[src/hdl/tfm_pkg.sv]
// constants and shared decode for the second-order m-frame framer
package tfm_pkg;
    localparam logic [1:0] LAST_SUB = 2'h3;
    localparam logic [2:0] LAST_BLK = 3'h5;
    localparam logic [5:0] LAST_BIT = 6'h30;
    localparam logic [5:0] OVH_BIT = 6'h00;
    localparam logic [2:0] BLK_MX = 3'h0;
    localparam logic [2:0] BLK_C1 = 3'h1;
    localparam logic [2:0] BLK_F1 = 3'h2;
    localparam logic [2:0] BLK_C2 = 3'h3;
    localparam logic [2:0] BLK_C3 = 3'h4;
    localparam logic [2:0] BLK_F2 = 3'h5;
    localparam logic [1:0] ALARM_SUB = 2'h3;
    localparam logic F1_VAL = 1'h0;
    localparam logic F2_VAL = 1'h1;
    // alignment bit of subframes one to three, indexed by subframe
    localparam logic [2:0] M_PAT = 3'h6;
    // tributaries two and four travel inverted
    localparam logic [3:0] INV_MASK = 4'hA;
    localparam logic [1:0] LOSS_ERRS = 2'h3;
    localparam logic [3:0] SYNC_HITS = 4'h8;

    typedef enum logic [0:0] {
        TFM_SYNC = 1'b0,
        TFM_HUNT = 1'b1
    } tfm_sync_type;

    // overhead bit of block blk in subframe sub
    function automatic logic ovh_bit(input logic [1:0] sub,
                                     input logic [2:0] blk,
                                     input logic c, input logic x);
        logic b;
        b = 1'b0;
        case (blk)
            BLK_MX: b = (sub == ALARM_SUB) ? x : M_PAT[sub];
            BLK_C1, BLK_C2, BLK_C3: b = c;
            BLK_F1: b = F1_VAL;
            BLK_F2: b = F2_VAL;
            default: b = 1'b0;
        endcase
        return b;
    endfunction

    // true on the stuffing opportunity of subframe sub
    function automatic logic stuff_slot(input logic [1:0] sub,
                                        input logic [2:0] blk,
                                        input logic [5:0] pos);
        return (blk == LAST_BLK) && (pos == 6'({4'h0, sub}) + 6'h01);
    endfunction

    // tributary carried by information bit pos
    function automatic logic [1:0] trib_of(input logic [5:0] pos);
        logic [5:0] k;
        k = pos - 6'h01;
        return k[1:0];
    endfunction
endpackage

[src/hdl/tfm_framer.sv]
// m12 framer: builds and takes apart the second-order m-frame
// How it works
// - four subframes sent in fixed cyclic order
// - six blocks per subframe, 49 bits each
// - first bit overhead, 48 information bits follow
// - alignment bits zero, one, one
// - first frame bit zero, second one
// - all stuffing-control bits mirror the stuff decision
// - receiver takes majority of control bits
// - inverted third bit means loopback, not stuffing
// - alarm bit zero while receiver out of sync
// - round-robin tributaries, two and four inverted
// - last block carries the stuffing opportunity
// - opportunity position equals subframe index plus one
`timescale 1ns/1ps
module tfm_framer (
    input wire logic REF_CLK,
    input wire logic RST,
    input wire logic [3:0] TRIB_DATA,
    input wire logic [3:0] STUFF_REQ,
    output logic [3:0] TRIB_TAKE,
    output logic T2_TX_DATA,
    input wire logic T2_RX_DATA,
    output logic [3:0] RX_TRIB_DATA,
    output logic [3:0] RX_TRIB_VALID,
    output logic [3:0] RX_LOOP_REQ,
    output logic RX_OOF
);
    // transmit position and per-subframe stuff decision
    logic [1:0] tsub, next_tsub;
    logic [2:0] tblk, next_tblk;
    logic [5:0] tbit, next_tbit;
    logic tstuff, next_tstuff;
    logic tx_data, next_tx_data;
    logic [1:0] ttr;
    logic tslot;

    always_comb begin
        next_tsub = tsub;
        next_tblk = tblk;
        next_tbit = tbit + 6'h01;
        next_tstuff = tstuff;
        ttr = tfm_pkg::trib_of(tbit);
        tslot = tfm_pkg::stuff_slot(tsub, tblk, tbit);
        TRIB_TAKE = 4'h0;
        if (tbit == tfm_pkg::LAST_BIT) begin
            next_tbit = tfm_pkg::OVH_BIT;
            if (tblk == tfm_pkg::LAST_BLK) begin
                next_tblk = 3'h0;
                next_tsub = tsub + 2'h1;
                // decision for the coming subframe is fixed before its C1
                next_tstuff = STUFF_REQ[next_tsub];
            end else begin
                next_tblk = tblk + 3'h1;
            end
        end
        if (tbit == tfm_pkg::OVH_BIT) begin
            // alarm is the inverse of the local out-of-sync state
            next_tx_data = tfm_pkg::ovh_bit(tsub, tblk, tstuff,
                                            ~RX_OOF);
        end else if (tslot && tstuff) begin
            next_tx_data = 1'b0;
        end else begin
            TRIB_TAKE[ttr] = 1'b1;
            next_tx_data = TRIB_DATA[ttr] ^ tfm_pkg::INV_MASK[ttr];
        end
    end

    always_ff @(posedge REF_CLK) begin
        if (RST) begin
            tsub <= 2'h0;
            tblk <= 3'h0;
            tbit <= 6'h00;
            tstuff <= 1'b0;
            tx_data <= 1'b0;
        end else begin
            tsub <= next_tsub;
            tblk <= next_tblk;
            tbit <= next_tbit;
            tstuff <= next_tstuff;
            tx_data <= next_tx_data;
        end
    end

    assign T2_TX_DATA = tx_data;

    // receive framer: position counters, hunt by slipping one bit
    tfm_pkg::tfm_sync_type rstate, next_rstate;
    logic [1:0] rsub, next_rsub;
    logic [2:0] rblk, next_rblk;
    logic [5:0] rbit, next_rbit;
    logic [1:0] rerr, next_rerr;
    logic [3:0] rhit, next_rhit;
    logic [1:0] rc, next_rc;
    logic rstuff, next_rstuff;
    logic [3:0] rloop, next_rloop;
    logic [3:0] rdata, next_rdata;
    logic [3:0] rvalid, next_rvalid;
    logic check, miss, vstuff, vloop;
    logic [1:0] rtr;

    tfm_cvote u_vote (
        .c({T2_RX_DATA, rc}),
        .stuff(vstuff),
        .loop(vloop)
    );

    always_comb begin
        next_rstate = rstate;
        next_rsub = rsub;
        next_rblk = rblk;
        next_rbit = rbit + 6'h01;
        next_rerr = rerr;
        next_rhit = rhit;
        next_rc = rc;
        next_rstuff = rstuff;
        next_rloop = rloop;
        next_rdata = rdata;
        next_rvalid = 4'h0;
        rtr = tfm_pkg::trib_of(rbit);
        // frame and alignment bits are checked; alarm and C bits are not
        check = (rbit == tfm_pkg::OVH_BIT) &&
            ((rblk == tfm_pkg::BLK_F1) || (rblk == tfm_pkg::BLK_F2) ||
             ((rblk == tfm_pkg::BLK_MX) && (rsub != tfm_pkg::ALARM_SUB)));
        miss = check &&
            (T2_RX_DATA != tfm_pkg::ovh_bit(rsub, rblk, 1'b0, 1'b0));
        if (rbit == tfm_pkg::LAST_BIT) begin
            next_rbit = tfm_pkg::OVH_BIT;
            if (rblk == tfm_pkg::LAST_BLK) begin
                next_rblk = 3'h0;
                next_rsub = rsub + 2'h1;
            end else begin
                next_rblk = rblk + 3'h1;
            end
        end
        case (rstate)
            tfm_pkg::TFM_SYNC: begin
                if (miss) begin
                    next_rerr = rerr + 2'h1;
                    if (rerr == tfm_pkg::LOSS_ERRS - 2'h1) begin
                        next_rstate = tfm_pkg::TFM_HUNT;
                        next_rhit = 4'h0;
                    end
                end else if (check) begin
                    next_rerr = 2'h0;
                end
            end
            tfm_pkg::TFM_HUNT: begin
                if (miss) begin
                    // hold position: the candidate alignment moves one bit
                    next_rsub = rsub;
                    next_rblk = rblk;
                    next_rbit = rbit;
                    next_rhit = 4'h0;
                end else if (check) begin
                    next_rhit = rhit + 4'h1;
                    if (rhit == tfm_pkg::SYNC_HITS - 4'h1) begin
                        next_rstate = tfm_pkg::TFM_SYNC;
                        next_rerr = 2'h0;
                    end
                end
            end
            default: next_rstate = tfm_pkg::TFM_HUNT;
        endcase
        if (rbit == tfm_pkg::OVH_BIT) begin
            if (rblk == tfm_pkg::BLK_C1) begin
                next_rc[0] = T2_RX_DATA;
            end
            if (rblk == tfm_pkg::BLK_C2) begin
                next_rc[1] = T2_RX_DATA;
            end
            if (rblk == tfm_pkg::BLK_C3) begin
                next_rstuff = vstuff;
                if (rstate == tfm_pkg::TFM_SYNC) begin
                    next_rloop[rsub] = vloop;
                end
            end
        end else if (rstate == tfm_pkg::TFM_SYNC &&
                     !(tfm_pkg::stuff_slot(rsub, rblk, rbit) && rstuff)) begin
            // stuffed opportunity delivers nothing to its tributary
            next_rvalid[rtr] = 1'b1;
            next_rdata[rtr] = T2_RX_DATA ^ tfm_pkg::INV_MASK[rtr];
        end
    end

    always_ff @(posedge REF_CLK) begin
        if (RST) begin
            rstate <= tfm_pkg::TFM_HUNT;
            rsub <= 2'h0;
            rblk <= 3'h0;
            rbit <= 6'h00;
            rerr <= 2'h0;
            rhit <= 4'h0;
            rc <= 2'h0;
            rstuff <= 1'b0;
            rloop <= 4'h0;
            rdata <= 4'h0;
            rvalid <= 4'h0;
        end else begin
            rstate <= next_rstate;
            rsub <= next_rsub;
            rblk <= next_rblk;
            rbit <= next_rbit;
            rerr <= next_rerr;
            rhit <= next_rhit;
            rc <= next_rc;
            rstuff <= next_rstuff;
            rloop <= next_rloop;
            rdata <= next_rdata;
            rvalid <= next_rvalid;
        end
    end

    assign RX_OOF = (rstate == tfm_pkg::TFM_HUNT);
    assign RX_TRIB_DATA = rdata;
    assign RX_TRIB_VALID = rvalid;
    assign RX_LOOP_REQ = rloop;
endmodule

[src/hdl/tfm_cvote.sv]
// stuffing-control vote and loopback pattern detector
`timescale 1ns/1ps
module tfm_cvote (
    input wire logic [2:0] c,
    output logic stuff,
    output logic loop
);
    always_comb begin
        // c[2] is the third bit; inverse of two equal bits means loopback
        loop = (c[0] == c[1]) && (c[2] != c[0]);
        // a loopback pattern is not a stuffing decision
        stuff = loop ? 1'b0 :
            ((c[0] & c[1]) | (c[0] & c[2]) | (c[1] & c[2]));
    end
endmodule

[config.mk]
export PLATFORM = sky130hd
export DESIGN_NAME = tfm_framer
export DESIGN_NICKNAME = d
export VERILOG_FILES = /design/src/hdl/tfm_pkg.sv /design/src/hdl/tfm_framer.sv /design/src/hdl/tfm_cvote.sv
export SDC_FILE = /design/constraint.sdc
export NUM_CORES = 1
export LEC_CHECK = 0
export BUFFER_PORTS_ARGS = -buffer_cell sky130_fd_sc_hd__buf_2
export CAP_MARGIN = 40
export CORE_UTILIZATION = 49
export CTS_CLUSTER_DIAMETER = 80
export DETAILED_ROUTE_END_ITERATION = 6
export PLACE_DENSITY = 0.71
export SLEW_MARGIN = 15
export SYNTH_ARGS = -nofsm -noshare
export SYNTH_HDL_FRONTEND = slang
export SYNTH_SLANG_ARGS = --single-unit
export TNS_END_PERCENT = 5
[constraint.sdc]
create_clock -name REF_CLK -period 1.84 [get_ports REF_CLK]
set_clock_uncertainty 0.05 [all_clocks]
set_input_delay 0.092 -clock REF_CLK [delete_from_list [all_inputs] [get_ports REF_CLK]]
set_output_delay 0.092 -clock REF_CLK [all_outputs]
set_load 0.02 [all_outputs]
==> reports/results.ini <==
[run_status]
status=finished, violations left
violations=negative setup slack

[worst_hold_path]
hold_class=input port to register

[pwr]
finalPower_uw=2200
p_leak_uw=0.00132
max-vdd-ir-drop_mv=0.532
powerDensity_nw_per_um2=715

[die]
dieArea_um2=5270
start_util=0.513
rows=25
die_x_um=72.6
dieHeight_um=72.6
io_pins=29
core_area_um2=4750

[cells_and_area]
fillers=434
final_common_cell=dfxtp_1
regArea_um2=936
nNetsFinal=364
drive_above_1_share=0.284
multi_input_comb_area_um2=1540
area_delta_synth_final_pct=26.2
n_antenna_cell=0
layout_common_cells=dfxtp_1, nor2_1, buf_4

[synth]
syn_nets=310
synth_area_um2=2440
synth_area_leaders=dfxtp_1, ha_1, mux2i_1, nor2_1, xnor2_1
ys.flop_type=dfxtp_1
synth_edf_count=0
synth_cell_types=43
yosysWarningCount=0
post-synth-top-area-cell=dfxtp_1
ys_seq_elements=46
synthCells=280
avgSynthCellArea_um2=8.72
synth_top_cell_area_share=0.377
synth-seq-area-share=0.377
synthArstFlopShare=0

[sta]
report.final.slew_viol_count=0
setup_viol=4
fin_hold_ws_ns=0.160
relSlewSlack=0.595
period_minus_slack_ns=1.85
post-route-period-util=1.01
tightest_slew_ns=0.607
hold_violations=0
rsz0062_at_grt=yes
worst_slack_ns=-0.00951
fmax_ghz=0.541

[grt]
grt_pass1_wl_um=8340
grt_pass1_vias=1899
grt_max_degree=36
overflow=0
track_usage=0.205
antenna_found_initial=0

[clocking]
numCtsBuffers=5
clockBufferDepth=2
clockRootBuffer=clkbuf_8
ctsHtreeMaxLevel=2
cts_hold_buffers=0
cts.sinks=46
post_cts_buffers=0
cts_tree=done
worstSkewPairLatency_ns=0.29
path_clk_slew_ns=0.08

[worst_setup_path]
crit_path_end_kind=primary output
cp-start-kind=register
crit_fanout=5
worstSetupPathType=register to primary output
cp_data_arrival_time_ns=1.71
critPathRequiredTime_ns=1.70

[place]
io_buffers=28
post-dp-hpwl_um=3710
gp_congestion=0.816

[drt]
drt_iter0_markers=74
via_count=2050
routed_wl_um=5090
first_pass_iters=4
wl_per_cell_um=12.6
vias_per_cell=5.10
drcViolationCount=0
ant_nets=0

[run]
cap_violations=0

state kept, by name, indices dropped and copies added (netlist names):
| name | cells |
|---|---|
| rbit | 6 |
| tbit | 6 |
| RX_LOOP_REQ | 4 |
| RX_TRIB_DATA | 4 |
| RX_TRIB_VALID | 4 |
| rhit | 4 |
| rblk | 3 |
| tblk | 3 |
| rc | 2 |
| rerr | 2 |
| rsub | 2 |
| tsub | 2 |
| RX_OOF | 1 |
| T2_TX_DATA | 1 |
| rstuff | 1 |
| tstuff | 1 |
layout make-up:
type	count	area share
Sequential cell	46	0.304
Clock inverter	1	0.00975
Clock buffer	7	0.0248
Timing Repair Buffer	57	0.118
Inverter	14	0.0171
Multi-Input combinational cell	210	0.499
Tap cell	67	0.0272
stage by stage:
stage	utilization	setup TNS (ns)	setup WS, ns	cell area, um^2	cells
2_1_floorplan	-	0	0.0110	2480	280
3_3_place_gp	0.606	-0.0900	-0.0280	2880	394
3_5_place_dp	0.606	-0.909	-0.112	2880	394
4_1_cts	0.639	-0.0852	-0.0235	3040	402
5_1_grt	0.648	-1.11	-0.138	3080	402
6_report	0.648	-0.0284	-0.00951	3080	402
Yosys cell counts (7+ instances only):
master,n
clkbuf_1,8
xnor2_1,13
dfxtp_1,46
xor2_1,7
nand2_1,25
nand2b_1,8
and2_1,11
nor2_1,32
a21oi_1,16
ha_1,19
o21ai_0,7
inv_1,14
mux2i_1,13
nand3_1,14
what timing repair did:
item | in CTS | in global routing
gates resized for setup | 14 | 14
setup endpoints to repair | 19 | 23
pin swaps | 9 | 4
worst paths after layout:
check	startpoint	to	slack, ns	cells past startpoint
hold / removal	T2_RX_DATA	rc[0]$_SDFFE_PP0P_	0.16	3
setup reg to reg	rsub[1]$_SDFFE_PP0P_	rhit[1]$_SDFFE_PP0P_	0.01	7
hold reg to reg	rerr[0]$_SDFFE_PP0P_	rerr[0]$_SDFFE_PP0P_	0.41	1
setup / recovery	tsub[0]$_SDFFE_PP0P_	TRIB_TAKE[0]	-0.01	7
metal layers:
layer | part of all wire | GRT usage | vias up
met5 | 0 | 0 | -
met4 | 0.0096 | 0.0654 | 0
met3 | 0.034 | 0.0373 | 5
met2 | 0.49 | 0.360 | 35
met1 | 0.46 | 0.252 | 949
li1 | - | - | 1061
logic make-up (layout without fill, tap and decap cells):
family	count (synthesis)	count (layout)	share of synthesized area
AOI/OAI and AO/OA	39	39	0.107
xor gates and xnor gates	21	21	0.0784
adders and majority gates	19	19	0.0974
buffers and inverters	24	79	0.0379
DFF	46	46	0.377
muxes	14	14	0.0625
and+or+nand+nor	117	117	0.239
critical path, cell delays in order (launching register included):
cell     delay (ns)
dfxtp_2        0.34
ha_4           0.27
xnor2_1        0.10
nand3_1        0.10
nor4_2         0.17
o21ai_2        0.14
and2_1         0.15
buf_2          0.15
where the power goes:
part | leakage, uW | switching [uW] | total, uW | internal [uW]
sequential | 0.000376 | 19.0 | 1040 | 1020
clock | 0.0000524 | 323 | 730 | 407
combinational | 0.000896 | 220 | 432 | 212
total | 0.00132 | 563 | 2200 | 1640
Power figures use the tool's default switching activity.
